**src/pkg/i2csl_pkg.sv**
```systemverilog
/*
 * i2csl_pkg: register map, field positions, reset values and action codes
 * for the i2c slave interface block.
 * Assumes a single 200 MHz clock domain and a plain strobe register port.
 */
package i2csl_pkg;
	localparam int unsigned ADDR_W    = 4;
	localparam int unsigned DATA_W    = 32;
	// register offsets (4-bit select codes, one word each)
	localparam logic [3:0] REG_CTRL     = 4'h0;
	localparam logic [3:0] REG_OWN_ADDR = 4'h4;
	localparam logic [3:0] REG_INT_EN   = 4'h8;
	localparam logic [3:0] REG_INT_RAW  = 4'hc;
	localparam logic [3:0] REG_INT_MSK  = 4'h6;
	localparam logic [3:0] REG_INT_CLR  = 4'h1;
	localparam logic [3:0] REG_STATUS   = 4'h2;
	localparam logic [3:0] REG_DATA     = 4'h3;
	// ctrl fields
	localparam int unsigned CTRL_ENABLE_BIT  = 0;
	localparam int unsigned CTRL_GLB_IE_BIT  = 1;
	localparam int unsigned CTRL_ALT_EN_BIT  = 2;
	localparam int unsigned CTRL_QCMD_EN_BIT = 3;
	// own address fields: primary [6:0], secondary [14:8]
	localparam int unsigned OWN0_LSB = 0;
	localparam int unsigned OWN1_LSB = 8;
	// interrupt bits
	localparam int unsigned INT_STOP_BIT  = 0;
	localparam int unsigned INT_START_BIT = 1;
	localparam int unsigned INT_DATA_BIT  = 2;
	localparam int unsigned INT_W         = 3;
	// status action codes
	localparam logic [6:0] act_idle              = 7'h00;
	localparam logic [6:0] act_master_wrote      = 7'h01;
	localparam logic [6:0] act_master_reads      = 7'h02;
	localparam logic [6:0] act_first_byte_in     = 7'h04;
	localparam logic [6:0] act_alt_address_hit   = 7'h08;
	localparam logic [6:0] act_quick_cmd         = 7'h10;
	localparam logic [6:0] act_quick_cmd_bit_set = 7'h20;
	// reset values and fifo size
	localparam logic [3:0]  CTRL_RST    = 4'h0;
	localparam logic [14:0] OWN_RST     = 15'h0000;
	localparam logic [2:0]  INT_EN_RST  = 3'h0;
	localparam logic [2:0]  INT_RAW_RST = 3'h0;
	localparam logic [7:0]  TX_BYTE_RST = 8'hff;
	localparam int unsigned FIFO_DEPTH  = 16;
	localparam int unsigned FIFO_WIDTH  = 8;
endpackage : i2csl_pkg

```
**src/i2csl_top.sv**
```systemverilog
/*
 * i2csl_top: slave end of an i2c controller with own-address matching,
 * action status, start/stop/data interrupt sources and a received-byte fifo.
 * Assumes scl/sda arrive asynchronously from the bus, open-drain outside.
 */
// Contract
// RQ1 - compare received address with own address
// RQ2 - load own address, then enable slave
// RQ3 - global enable gates combined interrupt
// RQ4 - clearing sources deasserts combined interrupt
// RQ5 - selective clear through bit mask
// RQ6 - per-source enable gates interrupt
// RQ7 - stop, start and data sources
// RQ8 - raw and masked status readable
// RQ9 - idle code when nothing requested
// RQ10 - receive code after master wrote
// RQ11 - transmit code when master reads
// RQ12 - first byte after address flagged
// RQ13 - secondary address match flagged
// RQ14 - quick command reported
// RQ15 - quick command data bit reported
// RQ16 - index zero primary, one secondary
// RQ17 - masked is raw AND enable
// RQ18 - raw bits sticky until cleared
module i2csl_fifo #(
	parameter int unsigned WIDTH = 8,
	parameter int unsigned DEPTH = 16
) (
	input  wire logic             clk,
	input  wire logic             sys_rst,
	input  wire logic             ce,
	input  wire logic [WIDTH-1:0] in_data,
	input  wire logic             in_valid,
	output logic                  in_ready,
	output logic [WIDTH-1:0]      out_data,
	output logic                  out_valid,
	input  wire logic             out_ready
);
	localparam int unsigned PW = $clog2(DEPTH);
	logic [WIDTH-1:0] mem [DEPTH];
	logic [PW:0]      wr_q;
	logic [PW:0]      rd_q;
	wire              push = in_valid && in_ready;
	wire              pop  = out_valid && out_ready;
	// extra pointer bit tells full from empty
	assign in_ready  = (wr_q - rd_q) != (PW+1)'(DEPTH);
	assign out_valid = wr_q != rd_q;
	assign out_data  = mem[rd_q[PW-1:0]];
	always_ff @(posedge clk) begin
		if (ce && push)
			mem[wr_q[PW-1:0]] <= in_data;
	end
	always_ff @(posedge clk) begin
		if (sys_rst) begin
			wr_q <= '0;
			rd_q <= '0;
		end else if (ce) begin
			if (push)
				wr_q <= wr_q + 1'b1;
			if (pop)
				rd_q <= rd_q + 1'b1;
		end
	end
endmodule : i2csl_fifo

module i2csl_top (
	input  wire logic                          clk,
	input  wire logic                          sys_rst,
	input  wire logic                          ce,
	input  wire logic [i2csl_pkg::ADDR_W-1:0]  reg_addr,
	input  wire logic [i2csl_pkg::DATA_W-1:0]  reg_wdata,
	input  wire logic                          reg_wr,
	input  wire logic                          reg_rd,
	output logic      [i2csl_pkg::DATA_W-1:0]  reg_rdata,
	input  wire logic                          scl_in,
	input  wire logic                          sda_in,
	output logic                               sda_out,
	output logic                               sda_oe,
	output logic                               irq
);
	import i2csl_pkg::*;

	// one compare serves both own addresses
	function automatic logic addr_match(input logic [7:0] rx_byte, input logic [6:0] own);
		return rx_byte[7:1] == own;
	endfunction : addr_match

	// secondary-address flag joins every action code except idle
	function automatic logic [6:0] alt_code(input logic alt);
		return alt ? act_alt_address_hit : 7'h00;
	endfunction : alt_code

	typedef enum logic [5:0] {
		ST_IDLE = 6'b000001,
		ST_ADDR = 6'b000010,
		ST_AACK = 6'b000100,
		ST_RX   = 6'b001000,
		ST_TX   = 6'b010000,
		ST_DACK = 6'b100000
	} i2csl_state_type;

	// three-stage sync; only stages 2 and 3 are looked at
	logic [2:0] scl_s_q;
	logic [2:0] sda_s_q;
	logic       scl_q;
	logic       sda_q;
	always_ff @(posedge clk) begin
		if (sys_rst) begin
			scl_s_q <= 3'h7;
			sda_s_q <= 3'h7;
			scl_q   <= 1'b1;
			sda_q   <= 1'b1;
		end else if (ce) begin
			scl_s_q <= {scl_s_q[1:0], scl_in};
			sda_s_q <= {sda_s_q[1:0], sda_in};
			// a one-sample glitch never passes
			if (scl_s_q[1] == scl_s_q[2])
				scl_q <= scl_s_q[2];
			if (sda_s_q[1] == sda_s_q[2])
				sda_q <= sda_s_q[2];
		end
	end
	logic scl_d1_q;
	logic sda_d1_q;
	always_ff @(posedge clk) begin
		if (sys_rst) begin
			scl_d1_q <= 1'b1;
			sda_d1_q <= 1'b1;
		end else if (ce) begin
			scl_d1_q <= scl_q;
			sda_d1_q <= sda_q;
		end
	end
	wire scl_rise  = scl_q && !scl_d1_q;
	wire scl_fall  = !scl_q && scl_d1_q;
	// start and stop only count while scl stays high
	wire start_evt = scl_q && scl_d1_q && sda_d1_q && !sda_q;
	wire stop_evt  = scl_q && scl_d1_q && !sda_d1_q && sda_q;

	// software registers
	logic [3:0]       ctrl_q;
	logic [14:0]      own_q;
	logic [INT_W-1:0] int_en_q;
	logic [INT_W-1:0] int_raw_q;
	logic [7:0]       tx_byte_q;
	logic [6:0]       act_q;
	logic [6:0]       act_d;

	// RQ16 index zero primary
	wire [6:0] own0 = own_q[OWN0_LSB +: 7];
	wire [6:0] own1 = own_q[OWN1_LSB +: 7];
	wire       enabled = ctrl_q[CTRL_ENABLE_BIT];

	wire sel_ctrl = (reg_addr == REG_CTRL);
	wire sel_own  = (reg_addr == REG_OWN_ADDR);
	wire sel_ien  = (reg_addr == REG_INT_EN);
	wire sel_raw  = (reg_addr == REG_INT_RAW);
	wire sel_clr  = (reg_addr == REG_INT_CLR);
	wire sel_st   = (reg_addr == REG_STATUS);
	wire sel_dat  = (reg_addr == REG_DATA);
	wire sel_msk  = (reg_addr == REG_INT_MSK);

	// RQ17 masked equals raw and enables
	wire [INT_W-1:0] int_masked = int_raw_q & int_en_q;

	// bus-side fsm
	i2csl_state_type st_q;
	logic [3:0]      bit_q;
	logic [7:0]      sh_q;
	logic            first_q;
	logic            alt_q;
	logic            rw_q;
	logic            ack_q;
	logic            data_evt;
	logic            rx_push;
	logic            rx_ready;
	logic [7:0]      rx_out;
	logic            rx_valid;

	// RQ1 own address compare
	wire hit0 = addr_match(sh_q, own0);
	wire hit1 = ctrl_q[CTRL_ALT_EN_BIT] && addr_match(sh_q, own1);

	always_ff @(posedge clk) begin
		if (sys_rst) begin
			st_q    <= ST_IDLE;
			bit_q   <= 4'h0;
			sh_q    <= 8'h00;
			first_q <= 1'b0;
			alt_q   <= 1'b0;
			rw_q    <= 1'b0;
			ack_q   <= 1'b0;
		end else if (ce) begin
			// RQ2 inactive until enabled
			// a disable drops any frame in flight at once
			if (!enabled || stop_evt) begin
				st_q  <= ST_IDLE;
				ack_q <= 1'b0;
			end else if (start_evt) begin
				st_q  <= ST_ADDR;
				bit_q <= 4'h0;
				ack_q <= 1'b0;
			end else begin
				case (st_q)
					ST_ADDR: begin
						if (scl_rise) begin
							sh_q  <= {sh_q[6:0], sda_q};
							bit_q <= bit_q + 4'h1;
						end else if (scl_fall && bit_q == 4'h8) begin
							if (hit0 || hit1) begin
								alt_q   <= !hit0;
								rw_q    <= sh_q[0];
								first_q <= 1'b1;
								ack_q   <= 1'b1;
								st_q    <= ST_AACK;
							end else
								st_q <= ST_IDLE;
						end
					end
					ST_AACK: begin
						if (scl_fall) begin
							ack_q <= rw_q ? ~tx_byte_q[7] : 1'b0;
							sh_q  <= {tx_byte_q[6:0], 1'b0};
							bit_q <= 4'h0;
							st_q  <= rw_q ? ST_TX : ST_RX;
						end
					end
					ST_RX: begin
						if (scl_rise) begin
							sh_q  <= {sh_q[6:0], sda_q};
							bit_q <= bit_q + 4'h1;
						end else if (scl_fall && bit_q == 4'h8) begin
							// full fifo: nack, the byte is dropped
							ack_q <= rx_ready;
							st_q  <= ST_DACK;
						end
					end
					ST_TX: begin
						if (scl_rise)
							bit_q <= bit_q + 4'h1;
						else if (scl_fall && bit_q == 4'h8) begin
							ack_q <= 1'b0;
							st_q  <= ST_DACK;
						end else if (scl_fall) begin
							ack_q <= ~sh_q[7];
							sh_q  <= {sh_q[6:0], 1'b0};
						end
					end
					ST_DACK: begin
						// master nack ends a read
						if (scl_rise && rw_q && sda_q)
							st_q <= ST_IDLE;
						else if (scl_fall) begin
							first_q <= rw_q ? first_q : 1'b0;
							ack_q   <= rw_q ? ~tx_byte_q[7] : 1'b0;
							sh_q    <= {tx_byte_q[6:0], 1'b0};
							bit_q   <= 4'h0;
							st_q    <= rw_q ? ST_TX : ST_RX;
						end
					end
					default: st_q <= ST_IDLE;
				endcase
			end
		end
	end

	// armed by an acked address, disarmed by the first finished byte
	logic qarm_q;
	always_ff @(posedge clk) begin
		if (sys_rst)
			qarm_q <= 1'b0;
		else if (ce) begin
			if (!enabled || stop_evt || start_evt || data_evt)
				qarm_q <= 1'b0;
			else if (st_q == ST_ADDR && scl_fall && bit_q == 4'h8 && (hit0 || hit1))
				qarm_q <= 1'b1;
		end
	end

	// one data event per completed byte
	assign data_evt = ce && scl_fall && bit_q == 4'h8 && (st_q == ST_RX || st_q == ST_TX);
	assign rx_push  = data_evt && st_q == ST_RX;
	// the ack clock has already moved the fsm on, so the stop lands in rx or tx;
	// the stop raises scl once more, hence at most one bit counted
	wire   qcmd_evt = ce && ctrl_q[CTRL_QCMD_EN_BIT] && stop_evt && qarm_q && bit_q <= 4'h1;

	// a data read pops; an empty fifo returns a stale byte
	i2csl_fifo #(
		.WIDTH(FIFO_WIDTH),
		.DEPTH(FIFO_DEPTH)
	) u_rx_fifo (
		.clk      (clk),
		.sys_rst  (sys_rst),
		.ce       (ce),
		.in_data  (sh_q),
		.in_valid (rx_push),
		.in_ready (rx_ready),
		.out_data (rx_out),
		.out_valid(rx_valid),
		.out_ready(ce && reg_rd && sel_dat)
	);

	// action status
	always_comb begin
		act_d = act_q;
		if (data_evt && st_q == ST_RX)
			// RQ10 RQ12 RQ13 receive codes
			act_d = act_master_wrote | (first_q ? act_first_byte_in : 7'h00) | alt_code(alt_q);
		else if (ce && st_q == ST_AACK && scl_fall && rw_q)
			// RQ11 RQ13 transmit request
			act_d = act_master_reads | alt_code(alt_q);
		else if (qcmd_evt)
			// RQ14 RQ15 quick command
			act_d = act_quick_cmd | (rw_q ? act_quick_cmd_bit_set : 7'h00) | alt_code(alt_q);
		else if (ce && reg_rd && sel_st && !rx_valid)
			// RQ9 idle once serviced
			act_d = act_idle;
	end

	wire [INT_W-1:0] evt_bits = {data_evt || qcmd_evt, ce && start_evt && enabled, ce && stop_evt && enabled};
	wire [INT_W-1:0] clr_bits = (ce && reg_wr && sel_clr) ? reg_wdata[INT_W-1:0] : '0;
	// next raw value; irq is built from it so both move on one edge
	wire [INT_W-1:0] raw_d    = (int_raw_q & ~clr_bits) | evt_bits;

	always_ff @(posedge clk) begin
		if (sys_rst) begin
			ctrl_q    <= CTRL_RST;
			own_q     <= OWN_RST;
			int_en_q  <= INT_EN_RST;
			int_raw_q <= INT_RAW_RST;
			tx_byte_q <= TX_BYTE_RST;
			act_q     <= act_idle;
		end else if (ce) begin
			if (reg_wr && sel_ctrl)
				ctrl_q <= reg_wdata[3:0];
			// gap bit kept zero between the two fields
			if (reg_wr && sel_own)
				own_q <= {reg_wdata[OWN1_LSB +: 7], 1'b0, reg_wdata[OWN0_LSB +: 7]};
			// RQ6 per-source enables
			if (reg_wr && sel_ien)
				int_en_q <= reg_wdata[INT_W-1:0];
			// one tx byte: a burst read repeats it unless refilled
			if (reg_wr && sel_dat)
				tx_byte_q <= reg_wdata[7:0];
			// RQ5 RQ18 RQ7 sticky, set beats clear
			int_raw_q <= raw_d;
			act_q     <= act_d;
		end
	end

	// RQ8 raw and masked readback
	wire [DATA_W-1:0] rd_mux =
		sel_ctrl ? DATA_W'(ctrl_q) :
		sel_own  ? DATA_W'(own_q) :
		sel_ien  ? DATA_W'(int_en_q) :
		sel_raw  ? DATA_W'(int_raw_q) :
		sel_msk  ? DATA_W'(int_masked) :
		sel_st   ? DATA_W'(act_q) :
		sel_dat  ? DATA_W'(rx_out) : '0;

	always_ff @(posedge clk) begin
		if (sys_rst) begin
			reg_rdata <= '0;
			irq       <= 1'b0;
			sda_out   <= 1'b0;
			sda_oe    <= 1'b0;
		end else if (ce) begin
			// zero outside reads keeps an or-ed read bus clean
			reg_rdata <= reg_rd ? rd_mux : '0;
			// RQ3 RQ4 global gate, clear drops line
			irq       <= ctrl_q[CTRL_GLB_IE_BIT] && |(raw_d & int_en_q);
			sda_out   <= 1'b0;
			// release at a stop so the bus frees at once
			sda_oe    <= ack_q && enabled && !stop_evt;
		end
	end
endmodule : i2csl_top
```
**config.mk**
```make
export PLATFORM = sky130hd
export DESIGN_NAME = i2csl_top
export DESIGN_NICKNAME = d
export VERILOG_FILES = /design/src/pkg/i2csl_pkg.sv /design/src/i2csl_top.sv
export SDC_FILE = /design/constraint.sdc
export NUM_CORES = 1
export LEC_CHECK = 0
export BUFFER_PORTS_ARGS = -buffer_cell sky130_fd_sc_hd__buf_2
export CELL_PAD_IN_SITES_DETAIL_PLACEMENT = 1
export CELL_PAD_IN_SITES_GLOBAL_PLACEMENT = 1
export CORE_MARGIN = 5
export CORE_UTILIZATION = 49
export DETAILED_ROUTE_END_ITERATION = 6
export PLACE_DENSITY_LB_ADDON = 0.05
export REMOVE_ABC_BUFFERS = 1
export SLEW_MARGIN = 20
export SYNTH_ARGS = -nofsm -noshare
export SYNTH_HDL_FRONTEND = slang
export SYNTH_SLANG_ARGS = --single-unit
```
**constraint.sdc**
```tcl
create_clock -name clk -period 4.1 [get_ports clk]
set_input_delay 0.41 -clock clk [delete_from_list [all_inputs] [get_ports clk]]
set_output_delay 0.41 -clock clk [all_outputs]
set_load 0.01 [all_outputs]
```
==> results by group <==
Pwr
  – Sw Share: 0.2034
  – Clock share of power: 0.494
  – Leak: just under 4 nW
  – Power Density: 430.5 nW/um^2
  – Sw Pwr: 1.014 mW
  – Share of power burned in registers: 0.485
  – Peak VDD IR: 0.4032 mV
  – Combinational power share: 0.021
  – Int Power: 3.971 mW

STA
  – RSZ-0062 raised after global routing: false
  – Max Fclk: around 290 MHz
  – Final Hold Fails: 0
  – Fin Setup TNS: 0 ps
  – Slew margin rel.: 0.3252
  – Clk_skew: approximately 18 ps
  – Worst-Margin Slew: between 1000 and 1500 ps
  – Final setup viols: 0
  – Fin crit share: 0.8502
  – Crit path time final: approximately 3500 ps
  – Fin. max-slew vios: 0
  – Worst Slack Setup Final: 614.0 ps

Critical path
  – Worst setup path startpoint: st_q[4]
  – Setup CP Type: flip-flop to flip-flop
  – Worst Path Arrival: ~3600 ps
  – Reg-to-reg startpoint: st_q[4]
  – Crit path capture type: flip-flop
  – Crit-path max FO: 10
  – Worst setup SP type: flip-flop
  – Worst endpoint required time: 4260 ps

Routing
  – Number of vias per cell: 6.002
  – Via count: 6950
  – Final wirelength: 27420 um
  – WL per Instance: ~24 um
  – Drt pass-1 iters: 7
  – Post-route ant nets: 0
  – Detailed-route DRC error count: 0
  – 1st-iter DRT viols: 499

Die
  – Die W: 154.3 um
  – Initial Util: 0.5008
  – Ports: 78
  – Die area: 23800 um^2
  – Num rows: 52
  – Die Y-Extent: approximately 150 um
  – Core area: 20360 um^2

Layout
  – Area delta synth->final: 13.56%
  – Commonest non-fill, non-tap cell in the layout: edfxtp_1
  – Most frequent cells in the layout: edfxtp_1, dfxtp_1, nor2_1, nand2_1, mux2i_1
  – Share of cells above drive strength 1: 0.1734
  – # nets final: 924
  – Utilization after layout: 0.5687
  – Antenna cell count: 0
  – Fin area: 11580 um^2

Yosys
  – Synth Cell Area: 10200 um^2
  – Register area share after synthesis: 0.5771
  – Synth area leader: edfxtp_1
  – Yosys reg bits: 230
  – Post-synth top area share: 0.3769
  – YS warnings: 0
  – Ys async rst share: 0
  – Ys flop type: edfxtp_1
  – Distinct cells, synth: 70
  – Mapped Cells: 823
  – Syn Area/Cell: between 10 and 15 um^2
  – Largest cells by area after synthesis: edfxtp_1, dfxtp_1, mux4_2
  – EDFF count, synth: 128

Clock tree
  – Post-cts gate resize count: 0
  – CTS tree: done
  – Setup bufs post-CTS: 0
  – Post-CTS Hold Fix Bufs: 0
  – Htree depth: 1
  – Clock slew at reported path FFs: 60 ps
  – Skew-Pair Late Insertion Delay: roughly 540 ps
  – Maximum clock insertion buffer count: 3
  – CTS Buf Count: 26
  – Clock sinks: 230
  – CTS root buffer: clkbuf_16

Flow run
  – Max_cap viols: 0

Place
  – Buffers added on ports: 42
  – Setup slack at placement: 648.5 ps
  – Placed instance area: approximately 11000 um^2
  – Post-DP HPWL: 19070 um
  – Global placer's final weighted congestion: 0.9274

GRT
  – Initial antenna violation count: 0
  – Total track usage: 0.2280
  – Vias in the first global route: 7162
  – First-pass GRT wire length: 42300 um
  – Total global routing overflow: 0
  – Largest net degree at the start of global routing: 36

Hold path
  – Hold/Removal Path Class: primary input to flip-flop
  – Min-delay src: scl_in

Outcome
  – Status: finished, final reports clean
==> layer usage <==
metal | global-route usage | up-vias | part of all wire
met1 | 0.3323 | 3579 | 0.46
met4 | 0.05046 | 0 | 0.017
met3 | 0.04498 | 33 | 0.066
met5 | 0 | - | 0
met2 | 0.3569 | 208 | 0.46
li1 | - | 3130 | -
==> layout make-up <==
cell class | instances | area (um^2)
multi-input cells | 528 | 3970
clock buffers | 40 | 794.5
flip-flops and latches | 230 | 5887
well taps | 270 | 337.8
fillers | 2042 | 8783
repair buffers | 63 | 380.4
inverters | 19 | 71.32
clock inverters | 8 | 140.1
==> path summary, 6_finish.rpt <==
kind | end | slack (ps) | cells past startpoint
min reg2reg | reg_rdata[7] | 470 | 2
max | u_rx_fifo.mem[10][7] | 610 | 5
min | scl_s_q[0] | 90 | 3
max reg2reg | u_rx_fifo.mem[10][7] | 610 | 5
==> cell families after synthesis <==
| kind of cell | Yosys count | share of synthesized area |
|---|---|---|
| DFF | 230 | 0.5771 |
| adders and majority gates | 13 | 0.01595 |
| muxes | 83 | 0.1293 |
| AOI/OAI and AO/OA | 132 | 0.08821 |
| other | 1 | 0.0003677 |
| buffers and inverters | 82 | 0.03987 |
| xor gates and xnor gates | 29 | 0.02490 |
| and+or+nand+nor | 253 | 0.1243 |
==> power by group through the flow <==
| stage | clock network (mW) | logic (mW) | registers [mW] |
|---|---|---|---|
| 5_1_grt | 2.61 | 0.112 | 2.42 |
| 3_5_place_dp | 0 | 0.101 | 2.47 |
| 4_1_cts | 2.50 | 0.102 | 2.42 |
| 6_report | 2.46 | 0.103 | 2.42 |
| 3_3_place_gp | 0 | 0.0986 | 2.47 |
| 2_1_floorplan | 0 | 0.0410 | 2.47 |
==> synth_stat cells, types with 3 or more instances <==
cell type / count
or4_1: 5
edfxtp_1: 128
nor4_1: 5
a32oi_1: 3
a21oi_1: 40
nand4_1: 6
nor3_1: 16
xor2_1: 18
and3b_1: 3
buf_1: 5
or3_1: 5
a31oi_1: 4
nor2_1: 83
inv_1: 19
buf_6: 3
a22oi_1: 8
mux2i_1: 44
dfxtp_1: 102
o211ai_1: 8
and2_1: 5
buf_4: 18
nand3_1: 22
o21bai_1: 4
o21ai_0: 23
nand2_1: 50
ha_1: 13
xnor2_1: 11
nand4b_1: 7
mux4_2: 39
nand2b_1: 15
a211oi_1: 9
nor2b_1: 18
clkbuf_1: 30
buf_2: 7
==> stage by stage <==
stage          cells  hold slack, ps  power (mW)
2_1_floorplan    777           430.0       2.507
4_1_cts         1158           77.72       5.023
3_3_place_gp    1110           445.6       2.565
6_report        1158           93.18       4.985
5_1_grt         1158           83.00       5.138
3_5_place_dp    1110           464.0       2.568
==> worst max-delay path, stage by stage (launching register included) <==
cell	delay (ps)
dfxtp_1	400
or3_4	430
or4b_1	630
nor3_1	620
nand2_1	270
nor2_1	750
==> state kept, by name, summed over array words and instances, names as in the netlist, 3 cells and up, named ones only <==
register / flops
u_rx_fifo.wr_q: 5
act_q: 6
int_raw_q: 3
scl_s_q: 3
u_rx_fifo.mem: 128
st_q: 6
own_q: 14
u_rx_fifo.rd_q: 5
int_en_q: 3
reg_rdata: 15
bit_q: 4
ctrl_q: 4
sh_q: 8
tx_byte_q: 8
sda_s_q: 3
Note: power is estimated with default switching activity, not from simulation.
